File: src/timer16_pkg.sv
// constants, state type and mode decode for the 16-bit timer with capture
// How it works
// - counter clears, counts up or down
// - count low read latches count high
// - high write latches; low write loads both
// - clock source zero stops the count
// - count is readable and writable while stopped
// - bus write to count beats counting
// - waveform mode picks the counting sequence
// - wrap flag set where mode defines
// - trigger edge copies count into capture
// - capture flag set with the copy
// - flag with enable requests interrupt; ack clears
// - writing one clears capture flag
// - capture low read latches capture high
// - capture value writable only as top
// - pin trigger, comparator when select set
// - source switch may capture; clear after
// - filter changes after four equal samples
// - filter enable inserts four-cycle filter
// - filter samples on the system clock
// - capture input off when capture is top
// - each capture overwrites the previous value
// - bottom is zero, maximum is all ones
// - top is fixed, compare A or capture
package timer16_pkg;
    typedef enum logic {DIR_UP, DIR_DOWN} dir_t;
    localparam logic [7:0] ADDR_CTRL_A = 8'h00;
    localparam logic [7:0] ADDR_CTRL_B = 8'h04;
    localparam logic [7:0] ADDR_CNT_LO = 8'h08;
    localparam logic [7:0] ADDR_CNT_HI = 8'h0C;
    localparam logic [7:0] ADDR_CAP_LO = 8'h10;
    localparam logic [7:0] ADDR_CAP_HI = 8'h14;
    localparam logic [7:0] ADDR_CMPA_LO = 8'h18;
    localparam logic [7:0] ADDR_CMPA_HI = 8'h1C;
    localparam logic [7:0] ADDR_FLAGS = 8'h20;
    localparam logic [7:0] ADDR_IRQ_EN = 8'h24;
    localparam logic [7:0] ADDR_CMP_CTRL = 8'h28;
    localparam int CTRLB_WGM_LO = 3;
    localparam int CTRLB_EDGE = 6;
    localparam int CTRLB_FILT = 7;
    localparam int FLAG_WRAP = 0;
    localparam int FLAG_CAP = 5;
    localparam int CMP_SELECT = 2;
    localparam int CMP_LEVEL = 5;
    localparam logic [15:0] COUNT_BOTTOM = 16'h0000;
    localparam logic [15:0] COUNT_MAX = 16'hFFFF;
    localparam logic [15:0] TOP_8BIT = 16'h00FF;
    localparam logic [15:0] TOP_9BIT = 16'h01FF;
    localparam logic [15:0] TOP_10BIT = 16'h03FF;
    typedef struct packed {
        logic wb_ack;
        logic [7:0] rd_data;
        logic [7:0] tmp;
        logic [15:0] cnt;
        dir_t dir;
        logic [3:0] wgm;
        logic [2:0] cs;
        logic edge_rise;
        logic filt_en;
        logic [15:0] icr;
        logic [15:0] ocra;
        logic wrap_flag;
        logic cap_flag;
        logic wrap_ie;
        logic cap_ie;
        logic comparator_capture_select;
        logic [1:0] ext_sync;
        logic ext_prev;
        logic [1:0] pin_sync;
        logic [1:0] cmp_sync;
        logic [3:0] filt_shift;
        logic filt_out;
        logic edge_prev;
    } state_t;
    localparam state_t STATE_RESET = '0;

    function automatic logic [15:0] mode_top(input logic [3:0] wgm,
        input logic [15:0] ocra, input logic [15:0] icr);
        case (wgm)
            4'h1, 4'h5: mode_top = TOP_8BIT;
            4'h2, 4'h6: mode_top = TOP_9BIT;
            4'h3, 4'h7: mode_top = TOP_10BIT;
            4'h4, 4'h9, 4'hB, 4'hF: mode_top = ocra;
            4'h8, 4'hA, 4'hC, 4'hE: mode_top = icr;
            default: mode_top = COUNT_MAX;
        endcase
    endfunction : mode_top

    function automatic logic mode_dual(input logic [3:0] wgm);
        mode_dual = (wgm inside {4'h1, 4'h2, 4'h3, 4'h8, 4'h9, 4'hA, 4'hB});
    endfunction : mode_dual

    function automatic logic mode_icr_top(input logic [3:0] wgm);
        mode_icr_top = (wgm inside {4'h8, 4'hA, 4'hC, 4'hE});
    endfunction : mode_icr_top

    // clear-on-top modes whose wrap flag still marks the maximum
    function automatic logic mode_ctc(input logic [3:0] wgm);
        mode_ctc = (wgm inside {4'h0, 4'h4, 4'hC, 4'hD});
    endfunction : mode_ctc
endpackage : timer16_pkg

File: src/timer16_counter_input_capture.sv
// 16-bit timer counter with input capture behind a classic Wishbone slave
//
// Chosen here: the register addresses and register access over Wishbone.
module timer16_counter_input_capture #(
    parameter int ADDR_W = 8
) (
    input wire logic i_clock,
    input wire logic i_sys_rst,
    input wire logic i_wb_cyc,
    input wire logic i_wb_stb,
    input wire logic i_wb_we,
    input wire logic [ADDR_W-1:0] i_wb_adr,
    input wire logic [31:0] i_wb_dat,
    input wire logic [3:0] i_wb_sel,
    output logic [31:0] o_wb_dat,
    output logic o_wb_ack,
    input wire logic [3:0] i_prescale_tick,
    input wire logic i_ext_clock_pin,
    input wire logic i_capture_input_pin,
    input wire logic i_comparator_output,
    input wire logic i_capture_irq_ack,
    input wire logic i_wrap_irq_ack,
    output logic o_capture_irq,
    output logic o_wrap_irq,
    output logic o_count_top,
    output logic o_count_bottom
);
    timer16_pkg::state_t s;
    timer16_pkg::state_t next_s;
    logic req;
    logic wr;
    logic rd;
    logic [7:0] wdat;
    logic [15:0] top;
    logic icr_top;
    logic ext_rise;
    logic ext_fall;
    logic tick;
    logic src;
    logic lvl;
    logic cap_event;
    logic cnt_wr;
    logic [15:0] cnt_wr_val;
    logic [7:0] cnt_high;
    logic flags_wr;
    logic wrap_set;

    function automatic logic hit(input logic [ADDR_W-1:0] a,
        input logic [7:0] off);
        hit = (a[7:2] == off[7:2]) && ((a >> 8) == '0);
    endfunction : hit

    // sources 2..5 come from the shared prescaler, 6 and 7 from the pin
    function automatic logic tick_of(input logic [2:0] cs,
        input logic [3:0] pre, input logic rise, input logic fall);
        case (cs)
            3'h0: tick_of = 1'b0;
            3'h1: tick_of = 1'b1;
            3'h2: tick_of = pre[0];
            3'h3: tick_of = pre[1];
            3'h4: tick_of = pre[2];
            3'h5: tick_of = pre[3];
            3'h6: tick_of = fall;
            3'h7: tick_of = rise;
            default: tick_of = 1'b0;
        endcase
    endfunction : tick_of

    assign req = i_wb_cyc & i_wb_stb & ~s.wb_ack;
    assign wr = req & i_wb_we & i_wb_sel[0];
    assign rd = req & ~i_wb_we;
    assign wdat = i_wb_dat[7:0];
    assign top = timer16_pkg::mode_top(s.wgm, s.ocra, s.icr);
    assign icr_top = timer16_pkg::mode_icr_top(s.wgm);
    assign ext_rise = s.ext_sync[1] & ~s.ext_prev;
    assign ext_fall = ~s.ext_sync[1] & s.ext_prev;
    assign tick = tick_of(s.cs, i_prescale_tick, ext_rise, ext_fall);
    // the source mux sits after both synchronisers, so a switch can
    // itself look like an edge; software clears the flag afterwards
    assign src = s.comparator_capture_select ? s.cmp_sync[1] : s.pin_sync[1];
    assign lvl = s.filt_en ? s.filt_out : src;
    assign cap_event = (lvl != s.edge_prev) && (lvl == s.edge_rise)
        && !icr_top;
    assign cnt_wr = wr && hit(i_wb_adr, timer16_pkg::ADDR_CNT_LO);
    assign cnt_wr_val = {s.tmp, wdat};
    assign cnt_high = s.cnt[15:8];
    assign flags_wr = wr && hit(i_wb_adr, timer16_pkg::ADDR_FLAGS);

    always_comb
    begin
        next_s = s;
        wrap_set = 1'b0;
        next_s.wb_ack = req;
        next_s.ext_sync = {s.ext_sync[0], i_ext_clock_pin};
        next_s.ext_prev = s.ext_sync[1];
        next_s.pin_sync = {s.pin_sync[0], i_capture_input_pin};
        next_s.cmp_sync = {s.cmp_sync[0], i_comparator_output};
        // the filter runs every system clock, whatever the tick does
        next_s.filt_shift = {s.filt_shift[2:0], src};
        if (&s.filt_shift)
        begin
            next_s.filt_out = 1'b1;
        end
        else if (~|s.filt_shift)
        begin
            next_s.filt_out = 1'b0;
        end
        next_s.edge_prev = lvl;

        // a dropped tick also drops its wrap flag
        if (tick && !cnt_wr)
        begin
            if (timer16_pkg::mode_dual(s.wgm))
            begin
                if (s.dir == timer16_pkg::DIR_UP)
                begin
                    if (s.cnt >= top)
                    begin
                        next_s.dir = timer16_pkg::DIR_DOWN;
                        if (s.cnt != timer16_pkg::COUNT_BOTTOM)
                        begin
                            next_s.cnt = s.cnt - 16'h0001;
                        end
                    end
                    else
                    begin
                        next_s.cnt = s.cnt + 16'h0001;
                    end
                end
                else if (s.cnt == timer16_pkg::COUNT_BOTTOM)
                begin
                    next_s.dir = timer16_pkg::DIR_UP;
                    next_s.cnt = s.cnt + 16'h0001;
                    wrap_set = 1'b1;
                end
                else
                begin
                    next_s.cnt = s.cnt - 16'h0001;
                end
            end
            else
            begin
                next_s.dir = timer16_pkg::DIR_UP;
                if (s.cnt == top)
                begin
                    next_s.cnt = timer16_pkg::COUNT_BOTTOM;
                end
                else
                begin
                    next_s.cnt = s.cnt + 16'h0001;
                end
                if (timer16_pkg::mode_ctc(s.wgm))
                begin
                    if (s.cnt == timer16_pkg::COUNT_MAX)
                    begin
                        wrap_set = 1'b1;
                    end
                end
                else if (s.cnt == top)
                begin
                    wrap_set = 1'b1;
                end
            end
        end

        if (rd)
        begin
            next_s.rd_data = 8'h00;
            if (hit(i_wb_adr, timer16_pkg::ADDR_CTRL_A))
            begin
                next_s.rd_data[1:0] = s.wgm[1:0];
            end
            else if (hit(i_wb_adr, timer16_pkg::ADDR_CTRL_B))
            begin
                next_s.rd_data[2:0] = s.cs;
                next_s.rd_data[timer16_pkg::CTRLB_WGM_LO +: 2] = s.wgm[3:2];
                next_s.rd_data[timer16_pkg::CTRLB_EDGE] = s.edge_rise;
                next_s.rd_data[timer16_pkg::CTRLB_FILT] = s.filt_en;
            end
            else if (hit(i_wb_adr, timer16_pkg::ADDR_CNT_LO))
            begin
                next_s.rd_data = s.cnt[7:0];
                next_s.tmp = s.cnt[15:8];
            end
            else if (hit(i_wb_adr, timer16_pkg::ADDR_CNT_HI) ||
                hit(i_wb_adr, timer16_pkg::ADDR_CAP_HI))
            begin
                next_s.rd_data = s.tmp;
            end
            else if (hit(i_wb_adr, timer16_pkg::ADDR_CAP_LO))
            begin
                next_s.rd_data = s.icr[7:0];
                next_s.tmp = s.icr[15:8];
            end
            else if (hit(i_wb_adr, timer16_pkg::ADDR_CMPA_LO))
            begin
                next_s.rd_data = s.ocra[7:0];
            end
            else if (hit(i_wb_adr, timer16_pkg::ADDR_CMPA_HI))
            begin
                next_s.rd_data = s.ocra[15:8];
            end
            else if (hit(i_wb_adr, timer16_pkg::ADDR_FLAGS))
            begin
                next_s.rd_data[timer16_pkg::FLAG_WRAP] = s.wrap_flag;
                next_s.rd_data[timer16_pkg::FLAG_CAP] = s.cap_flag;
            end
            else if (hit(i_wb_adr, timer16_pkg::ADDR_IRQ_EN))
            begin
                next_s.rd_data[timer16_pkg::FLAG_WRAP] = s.wrap_ie;
                next_s.rd_data[timer16_pkg::FLAG_CAP] = s.cap_ie;
            end
            else if (hit(i_wb_adr, timer16_pkg::ADDR_CMP_CTRL))
            begin
                next_s.rd_data[timer16_pkg::CMP_SELECT] = s.comparator_capture_select;
                next_s.rd_data[timer16_pkg::CMP_LEVEL] = s.cmp_sync[1];
            end
        end

        if (wr)
        begin
            if (hit(i_wb_adr, timer16_pkg::ADDR_CTRL_A))
            begin
                next_s.wgm[1:0] = wdat[1:0];
            end
            else if (hit(i_wb_adr, timer16_pkg::ADDR_CTRL_B))
            begin
                next_s.cs = wdat[2:0];
                next_s.wgm[3:2] = wdat[timer16_pkg::CTRLB_WGM_LO +: 2];
                next_s.edge_rise = wdat[timer16_pkg::CTRLB_EDGE];
                next_s.filt_en = wdat[timer16_pkg::CTRLB_FILT];
            end
            else if (hit(i_wb_adr, timer16_pkg::ADDR_CNT_HI) ||
                hit(i_wb_adr, timer16_pkg::ADDR_CAP_HI) ||
                hit(i_wb_adr, timer16_pkg::ADDR_CMPA_HI))
            begin
                next_s.tmp = wdat;
            end
            else if (cnt_wr)
            begin
                next_s.cnt = cnt_wr_val;
            end
            else if (hit(i_wb_adr, timer16_pkg::ADDR_CAP_LO))
            begin
                if (icr_top)
                begin
                    next_s.icr = {s.tmp, wdat};
                end
            end
            else if (hit(i_wb_adr, timer16_pkg::ADDR_CMPA_LO))
            begin
                next_s.ocra = {s.tmp, wdat};
            end
            else if (flags_wr)
            begin
                if (wdat[timer16_pkg::FLAG_WRAP])
                begin
                    next_s.wrap_flag = 1'b0;
                end
                if (wdat[timer16_pkg::FLAG_CAP])
                begin
                    next_s.cap_flag = 1'b0;
                end
            end
            else if (hit(i_wb_adr, timer16_pkg::ADDR_IRQ_EN))
            begin
                next_s.wrap_ie = wdat[timer16_pkg::FLAG_WRAP];
                next_s.cap_ie = wdat[timer16_pkg::FLAG_CAP];
            end
            else if (hit(i_wb_adr, timer16_pkg::ADDR_CMP_CTRL))
            begin
                next_s.comparator_capture_select = wdat[timer16_pkg::CMP_SELECT];
            end
        end

        // service acks come before event sets so a new event is kept
        if (i_capture_irq_ack)
        begin
            next_s.cap_flag = 1'b0;
        end
        if (i_wrap_irq_ack)
        begin
            next_s.wrap_flag = 1'b0;
        end
        // applied after both clears so a wrap in the clearing cycle stays
        if (wrap_set)
        begin
            next_s.wrap_flag = 1'b1;
        end
        if (cap_event)
        begin
            next_s.icr = s.cnt;
            next_s.cap_flag = 1'b1;
        end
    end

    always_ff @(posedge i_clock)
    begin
        if (i_sys_rst)
        begin
            s <= timer16_pkg::STATE_RESET;
        end
        else
        begin
            s <= next_s;
        end
    end

    assign o_wb_ack = s.wb_ack;
    assign o_wb_dat = {24'h000000, s.rd_data};
    assign o_capture_irq = s.cap_flag & s.cap_ie;
    assign o_wrap_irq = s.wrap_flag & s.wrap_ie;
    assign o_count_top = (s.cnt == top);
    assign o_count_bottom = (s.cnt == timer16_pkg::COUNT_BOTTOM);
endmodule : timer16_counter_input_capture

File: config.mk
export PLATFORM = sky130hd
export DESIGN_NAME = timer16_counter_input_capture
export DESIGN_NICKNAME = d
export VERILOG_FILES = /design/src/timer16_pkg.sv /design/src/timer16_counter_input_capture.sv
export SDC_FILE = /design/constraint.sdc
export NUM_CORES = 1
export LEC_CHECK = 0
export BUFFER_PORTS_ARGS = -buffer_cell sky130_fd_sc_hd__buf_2
export CAP_MARGIN = 20
export CORE_MARGIN = 2
export CORE_UTILIZATION = 35
export DETAILED_ROUTE_END_ITERATION = 16
export GPL_TIMING_DRIVEN = 0
export PLACE_DENSITY = 0.5
export SYNTH_ARGS = -nofsm -noshare
export SYNTH_HDL_FRONTEND = slang
export SYNTH_SLANG_ARGS = --single-unit
export TNS_END_PERCENT = 50
File: constraint.sdc
create_clock -name i_clock -period 4.2 [get_ports i_clock]
set_input_delay 0 -clock i_clock [delete_from_list [all_inputs] [get_ports i_clock]]
set_output_delay 0 -clock i_clock [all_outputs]
set_load 0.03 [all_outputs]
# ---- After elaboration in Yosys (flattened, before gate mapping)
# Index checks and enable logic that the tools add are counted.
dict set report totals {
  out_inout_bits 37
  romBits 0
  elab_cells 220
  memories 0
  latchBits 0
  ff_bits 93
  ramBits 0
}
dict set report classes {
  muxes 78
  shift 0
  n_mul 0
  n_reduce_logical 41
  addsub 2
  n_bitwise 21
  n_div 0
  eq_ne 53
  n_lt_le_gt_ge 1
}
# cell count
set ops {}
lappend ops {{$mux 37} 5}
lappend ops {{$mux 16} 11}
lappend ops {{$pmux 16 s5} 1}
lappend ops {{$mux 24} 3}
lappend ops {{$mux 8} 9}
lappend ops {{$mux 17} 3}
lappend ops {{$mux 1} 34}
lappend ops {{$ne 3x3->1 const B} 11}
lappend ops {{$eq 4x4->1 const B} 8}
lappend ops {{$reduce_and 9->1} 3}
lappend ops {{$eq 6x3->1 const B} 4}
lappend ops {{$mux 21} 1}
lappend ops {{$eq 6x4->1 const B} 3}
lappend ops {{$reduce_bool 3->1} 6}
lappend ops {{$add 16x1->16 const B} 1}
lappend ops {{$eq 16x16->1} 1}
lappend ops {{$eq 16x16->1 const B} 1}
lappend ops {{$eq 4x3->1 const B} 4}
lappend ops {{$ge 16x16->1} 1}
lappend ops {{$logic_not 16->1} 1}
lappend ops {{$reduce_bool 16->1} 1}
lappend ops {{$sub 16x1->16 const B} 1}
lappend ops {{$reduce_and 7->1} 2}
lappend ops {{$eq 3x3->1 const B} 4}
lappend ops {{other kinds (32)} 77}

# ---- Logic depth before layout (Yosys ltp)
dict set report depth {
  word_depth 16
  mapped_depth 16
  depth_no_buf 13
}

# ---- Worst setup path before layout
# No wires, ideal clock.
dict set report synth_path {
  path_kind {register to register}
  startpoint {register s[56] (netlist bit)}
  endpoint {register s[62] (netlist bit)}
  path_buffers 2
  setup_ns 0.131
  setup_slack_ns 0.878
  path_stages_with_launch 16
  arrival_ns 3.190
  cell_sequence {dfxtp_1 > buf_2 > nor2b_1 > nand2b_1 > clkbuf_1 > nor2_1 > a21oi_1 > o22a_1 > ha_1 > nand2b_4 > a2111oi_4 > o31ai_4 > o31ai_2 > nor2_2 > a2111oi_0 > o32ai_1}
}
dict set report synth_between {
  elab_chain_cells 13
  word_cells_on_any_way 33
}
# element line_no
set synth_lines {}
lappend synth_lines {{start: declaration} timer16_counter_input_capture.sv:28} ;# timer16_pkg::state_t s;
lappend synth_lines {{start signal: assignment} timer16_counter_input_capture.sv:301} ;# s <= timer16_pkg::STATE_RESET;
lappend synth_lines {{start signal: assignment} timer16_counter_input_capture.sv:305} ;# s <= next_s;
lappend synth_lines {{$eq 4x4->1, or another cell as far along} {timer16_pkg.sv:80, timer16_pkg.sv:91}}
lappend synth_lines {{$reduce_or 4->1 or $reduce_or 2->1 (tied branches)} timer16_pkg.sv:80} ;# case (wgm)
lappend synth_lines {{$pmux 16 s5} timer16_pkg.sv:80}
lappend synth_lines {{$ge 16x16->1} timer16_counter_input_capture.sv:117} ;# if (s.cnt >= top)
lappend synth_lines {{$mux 16} timer16_counter_input_capture.sv:117}
lappend synth_lines {{$mux 17} timer16_counter_input_capture.sv:115} ;# if (s.dir == timer16_pkg::DIR_UP)
lappend synth_lines {{$mux 17 (*)} timer16_counter_input_capture.sv:113} ;# if (timer16_pkg::mode_dual(s.wgm))
lappend synth_lines {{$mux 17 (*)} timer16_counter_input_capture.sv:111} ;# if (tick && !cnt_wr)
lappend synth_lines {{$mux 16} timer16_counter_input_capture.sv:239} ;# else if (cnt_wr)
lappend synth_lines {{$mux 16} timer16_counter_input_capture.sv:233} ;# else if (hit(i_wb_adr, timer16_pkg::ADDR_CNT_HI) ||
lappend synth_lines {{$mux 24} timer16_counter_input_capture.sv:226} ;# else if (hit(i_wb_adr, timer16_pkg::ADDR_CTRL_B))
lappend synth_lines {{$mux 24} timer16_counter_input_capture.sv:222} ;# if (hit(i_wb_adr, timer16_pkg::ADDR_CTRL_A))
lappend synth_lines {{$mux 24 (*)} timer16_counter_input_capture.sv:220} ;# if (wr)
# Mark *: on every way between the ends. The rest lies on a longest branch, timed or not.
# A chain may end at the register's enable or synchronous reset.

# ---- Worst setup path in the final report
dict set report layout_path {
  startpoint {register s[55] (netlist bit)}
  endpoint {register s[64] (netlist bit)}
}
# Same word-level chain as after synthesis.

==> impl_metrics.xml <==
<?xml version="1.0" encoding="UTF-8"?>
<metrics>
  <group name="power_and_ir_drop">
    <metric name="switching_power" unit="W">0.000546</metric>
    <metric name="cell_internal_pwr" unit="W">0.00152</metric>
    <metric name="powerDensity" unit="nW/um2">271</metric>
    <metric name="power_frac_comb" unit="">0.122</metric>
    <metric name="power.share.switching" unit="">0.264</metric>
    <metric name="power_leakage" unit="nW">3.09</metric>
    <metric name="worst_ir_drop_vdd" unit="mV">0.231</metric>
    <metric name="seq_power_share" unit="">0.439</metric>
    <metric name="clock_power_share" unit="">0.439</metric>
  </group>
  <group name="clock_tree">
    <metric name="cts.root.buffer_cell" unit="">sky130_fd_sc_hd__clkbuf_16</metric>
    <metric name="clk-insertion-delay-late" unit="ns">0.36</metric>
    <metric name="tritoncts.num_buffers" unit="">9</metric>
    <metric name="clk_transition_reported_paths" unit="ns">0.07</metric>
    <metric name="clock_path_buffers" unit="">2</metric>
    <metric name="tritoncts" unit="">yes</metric>
    <metric name="clock_tree.htree_level_count" unit="">3</metric>
    <metric name="clkSinkCount" unit="">93</metric>
  </group>
  <group name="logic_synthesis">
    <metric name="synthSimpleGateAreaFrac" unit="">0.256</metric>
    <metric name="synthesis.area" unit="um2">6560</metric>
    <metric name="synthesis.instances" unit="">862</metric>
    <metric name="async_set_or_reset_flop_fraction_in_the_synthesized_netlist" unit="">0</metric>
    <metric name="postSynth.topFlopCell" unit="">sky130_fd_sc_hd__dfxtp_1</metric>
    <metric name="yosysSeqAreaShare" unit="">0.284</metric>
    <metric name="synth_fa_ha_area_frac" unit="">0.0400</metric>
    <metric name="syn_avg_cell_area" unit="um2">7.61</metric>
    <metric name="yosysUniqueCellTypes" unit="">84</metric>
    <metric name="main_combinational_cell_family_by_area_after_synthesis" unit="">simple AND/OR/NAND/NOR gates</metric>
    <metric name="synth.area.mux_share" unit="">0.0675</metric>
    <metric name="ys_seq_elements" unit="">93</metric>
    <metric name="yosys.area_share.xor_xnor" unit="">0.0133</metric>
    <metric name="compound_gate_fraction_of_synth_area" unit="">0.253</metric>
    <metric name="synth_warnings" unit="">0</metric>
    <metric name="synth_edf_count" unit="">0</metric>
  </group>
  <group name="timing">
    <metric name="slew_limit_fails" unit="">0</metric>
    <metric name="period_share" unit="">0.972</metric>
    <metric name="setup_violations_final" unit="">0</metric>
    <metric name="max-slew-margin-rel" unit="">0.415</metric>
    <metric name="hold_violations" unit="">1</metric>
    <metric name="worst_clock_skew" unit="ns">0.00980</metric>
    <metric name="grt_setup_unrepaired" unit="">no</metric>
    <metric name="tightest_slew" unit="ns">0.871</metric>
    <metric name="fmaxAchievable" unit="GHz">0.245</metric>
    <metric name="timing.hold.ws" unit="ns">-0.000783</metric>
    <metric name="min_period" unit="ns">4.08</metric>
  </group>
  <group name="routing">
    <metric name="wl_per_cell" unit="um">21.3</metric>
    <metric name="drt_iter0_markers" unit="">805</metric>
    <metric name="number_of_detailed_route_iterations_in_the_first_pass" unit="">6</metric>
    <metric name="via_count" unit="">6856</metric>
    <metric name="postRouteWirelength" unit="mm">25.3</metric>
    <metric name="route.detailed.drc" unit="">0</metric>
    <metric name="vias_per_cell" unit="">5.77</metric>
    <metric name="ant_nets" unit="">0</metric>
  </group>
  <group name="floorplan">
    <metric name="start_util" unit="">0.353</metric>
    <metric name="placement_rows" unit="">50</metric>
    <metric name="die_h" unit="um">141</metric>
    <metric name="floorplan.die.width" unit="um">141</metric>
    <metric name="core_box_area" unit="um2">18600</metric>
    <metric name="io_pins" unit="">95</metric>
    <metric name="floorplan.die_area" unit="um2">19900</metric>
  </group>
  <group name="worst_setup_path">
    <metric name="worst_r2r_endpoint" unit="">s[64]</metric>
    <metric name="cp_cell_sequence" unit="">clkbuf_1, clkbuf_2, a21oi_1, a21oi_1, ha_1, nand4_1, or4_1, nand2_1, o41a_1, buf_4, o21ai_0, o221ai_1, a211oi_2</metric>
    <metric name="critical_path.endpoint_type" unit="">flop</metric>
    <metric name="path_class" unit="">flop to flop</metric>
    <metric name="critPathArrivalTime" unit="ns">4.30</metric>
    <metric name="timing.critical_path.mode_cell" unit="">sky130_fd_sc_hd__a21oi_1</metric>
    <metric name="path_max_fanout" unit="">10</metric>
    <metric name="timing.reg2reg.setup_slack" unit="ns">0.12</metric>
    <metric name="timing.critical_path.slowest_stage_cell" unit="">sky130_fd_sc_hd__or4_1</metric>
    <metric name="r2r-start" unit="">s[55]</metric>
    <metric name="critPathMaxStageDelay" unit="ns">0.69</metric>
    <metric name="timing.critical_path.from_type" unit="">flop</metric>
    <metric name="crit_required" unit="ns">4.42</metric>
    <metric name="cells_on_worst_reg2reg_path" unit="">13</metric>
  </group>
  <group name="run">
    <metric name="drv_cap" unit="">0</metric>
  </group>
  <group name="run_status">
    <metric name="outcome" unit="">finished, violations left</metric>
    <metric name="failed_checks" unit="">negative hold slack</metric>
  </group>
  <group name="min_path">
    <metric name="min_path_type" unit="">input port to flop</metric>
    <metric name="min_delay_path_depth" unit="">4</metric>
    <metric name="timing.hold.worst_endpoint" unit="">s[17]</metric>
    <metric name="hold_start" unit="">i_wrap_irq_ack</metric>
  </group>
  <group name="finish">
    <metric name="mostFrequentLayoutCell" unit="">sky130_fd_sc_hd__nand2_1</metric>
    <metric name="fraction_of_final_layout_cells_sized_beyond_drive_strength_1" unit="">0.163</metric>
    <metric name="final_cell_count_no_fill" unit="">1189</metric>
    <metric name="post-route-cell-area" unit="um2">7620</metric>
    <metric name="final_cell_mix" unit="">sky130_fd_sc_hd__nand2_1 (99), sky130_fd_sc_hd__dfxtp_1 (93), sky130_fd_sc_hd__nor2_1 (90)</metric>
    <metric name="num-nets-final" unit="">1029</metric>
    <metric name="layout-area-overhead-vs-synth" unit="%">16.2</metric>
    <metric name="diodes" unit="">0</metric>
  </group>
  <group name="global_route">
    <metric name="vias_in_the_first_global_route" unit="">6118</metric>
    <metric name="grt.total_usage" unit="">0.253</metric>
    <metric name="gr-total-overflow" unit="">0</metric>
    <metric name="grt_first_pass_wirelength" unit="mm">37.8</metric>
    <metric name="grt_start_max_net_pins" unit="">16</metric>
    <metric name="grt_antenna_before_repair" unit="">0</metric>
  </group>
  <group name="placed_design">
    <metric name="hpwl" unit="mm">19.5</metric>
    <metric name="post-place-cells" unit="">1159</metric>
    <metric name="placement.io_buffers" unit="">40</metric>
    <metric name="gp_routability_congestion" unit="">0.929</metric>
    <metric name="dpl_cell_area" unit="um2">7140</metric>
  </group>
</metrics>
==> power groups by stage <==
| stage | registers [W] | clock network [W] | logic, W |
|---|---|---|---|
| detailed placement | 0.000926 | 0 | 0.000239 |
| CTS | 0.000906 | 0.000922 | 0.000248 |
| global placement | 0.000926 | 0 | 0.000240 |
| global route | 0.000907 | 0.000960 | 0.000270 |
| floorplan | 0.000923 | 0 | 0.000168 |
| finish | 0.000906 | 0.000907 | 0.000253 |
==> cell usage after synthesis, types with 6 or more instances <==
cell type / instances / area share
sky130_fd_sc_hd__a211oi_1: 9 / 0.010
sky130_fd_sc_hd__a21oi_1: 84 / 0.064
sky130_fd_sc_hd__a221oi_1: 8 / 0.011
sky130_fd_sc_hd__a311oi_1: 6 / 0.0080
sky130_fd_sc_hd__a31oi_1: 12 / 0.011
sky130_fd_sc_hd__and2_1: 6 / 0.0057
sky130_fd_sc_hd__and3_1: 11 / 0.010
sky130_fd_sc_hd__buf_2: 10 / 0.0076
sky130_fd_sc_hd__buf_4: 32 / 0.037
sky130_fd_sc_hd__clkbuf_1: 44 / 0.025
sky130_fd_sc_hd__dfxtp_1: 93 / 0.28
sky130_fd_sc_hd__ha_1: 21 / 0.040
sky130_fd_sc_hd__inv_1: 17 / 0.0097
sky130_fd_sc_hd__mux2_2: 10 / 0.017
sky130_fd_sc_hd__mux2i_1: 33 / 0.050
sky130_fd_sc_hd__nand2_1: 99 / 0.057
sky130_fd_sc_hd__nand2b_1: 17 / 0.016
sky130_fd_sc_hd__nand3_1: 23 / 0.018
sky130_fd_sc_hd__nand3b_1: 8 / 0.0092
sky130_fd_sc_hd__nor2_1: 90 / 0.051
sky130_fd_sc_hd__nor2b_1: 16 / 0.015
sky130_fd_sc_hd__nor3_1: 27 / 0.021
sky130_fd_sc_hd__nor4_1: 6 / 0.0057
sky130_fd_sc_hd__o21ai_0: 37 / 0.028
sky130_fd_sc_hd__o221a_2: 8 / 0.014
sky130_fd_sc_hd__o221ai_1: 11 / 0.015
sky130_fd_sc_hd__o22ai_1: 16 / 0.015
sky130_fd_sc_hd__or3_1: 8 / 0.0076
sky130_fd_sc_hd__xor2_1: 6 / 0.0080
==> metrics by stage <==
stage           util  power [W]  worst slack [ns]  TNS, ns
2_1_floorplan      -    0.00109             0.878        0
3_3_place_gp   0.384    0.00117            -0.174   -0.353
3_5_place_dp   0.384    0.00117            -0.101   -0.164
4_1_cts        0.408    0.00208            0.0296        0
5_1_grt        0.410    0.00214            0.0193        0
6_report       0.410    0.00207             0.116        0
==> how the worst max path moves through the flow <==
stage | depth (start not counted) | slack [ns] | startpoint | to
finish | 13 | 0.12 | s[55] | s[64]
global route | 13 | 0.02 | s[55] | s[64]
global placement | 13 | -0.17 | s[58] | cnt_high[3]
detailed placement | 13 | -0.10 | s[58] | cnt_high[3]
CTS | 14 | 0.03 | s[57] | cnt_high[3]
floorplan | 15 | 0.88 | s[56] | s[62]
==> cell families (layout without fill, tap and decap cells) <==
kind of cell             count (synthesis)  count (layout)
AND/OR/NAND/NOR                        340             340
AO/OA/AOI/OAI                          243             243
buffers and inverters                  111             181
flip-flops                              93              93
multiplexers                            43              43
adder cells (fa/ha/maj)                 21              21
XOR/XNOR                                10              10
other                                    1              24
==> sequential cells by signal (all words and copies together) (netlist names) <==
signal      cells
s              61
o_wb_ack        1
cnt_high        8
o_wb_dat        8
cnt_wr_val      8
next_s          7
==> routing by layer <==
| metal | vias to the layer above | global-route usage | share of wire |
|---|---|---|---|
| li1 | 3263 | - | - |
| met1 | 3279 | 0.366 | 0.46 |
| met2 | 273 | 0.385 | 0.45 |
| met3 | 41 | 0.0360 | 0.064 |
| met4 | 0 | 0.0853 | 0.029 |
| met5 | - | 0 | 0 |
==> worst max-delay path, delay by kind of cell, from the launching register on <==
family / cells / cell delay [ns]
flops: 1 / 0.58
fa+ha+maj: 1 / 0.20
compound gates: 6 / 1.12
buf+inv: 3 / 0.90
simple gates: 3 / 1.15
==> area by class of cell <==
class,count,area (um2)
fill,1937,11000
multi-input combinational,681,4240
sequential,93,1860
buffer,93,504
timing repair buffer,54,333
tap,234,293
clock buffer,10,239
clock inverter,6,86.3
inverter,18,67.6
==> timing repair <==
action                                  in CTS  in global routing
hold buffers                                11                  0
setup buffers                                0                  2
endpoints found under the hold margin       10                  0
endpoints found under the setup margin       3                 10
resized for setup                            4                  8
(Power assumes the default switching activity.)
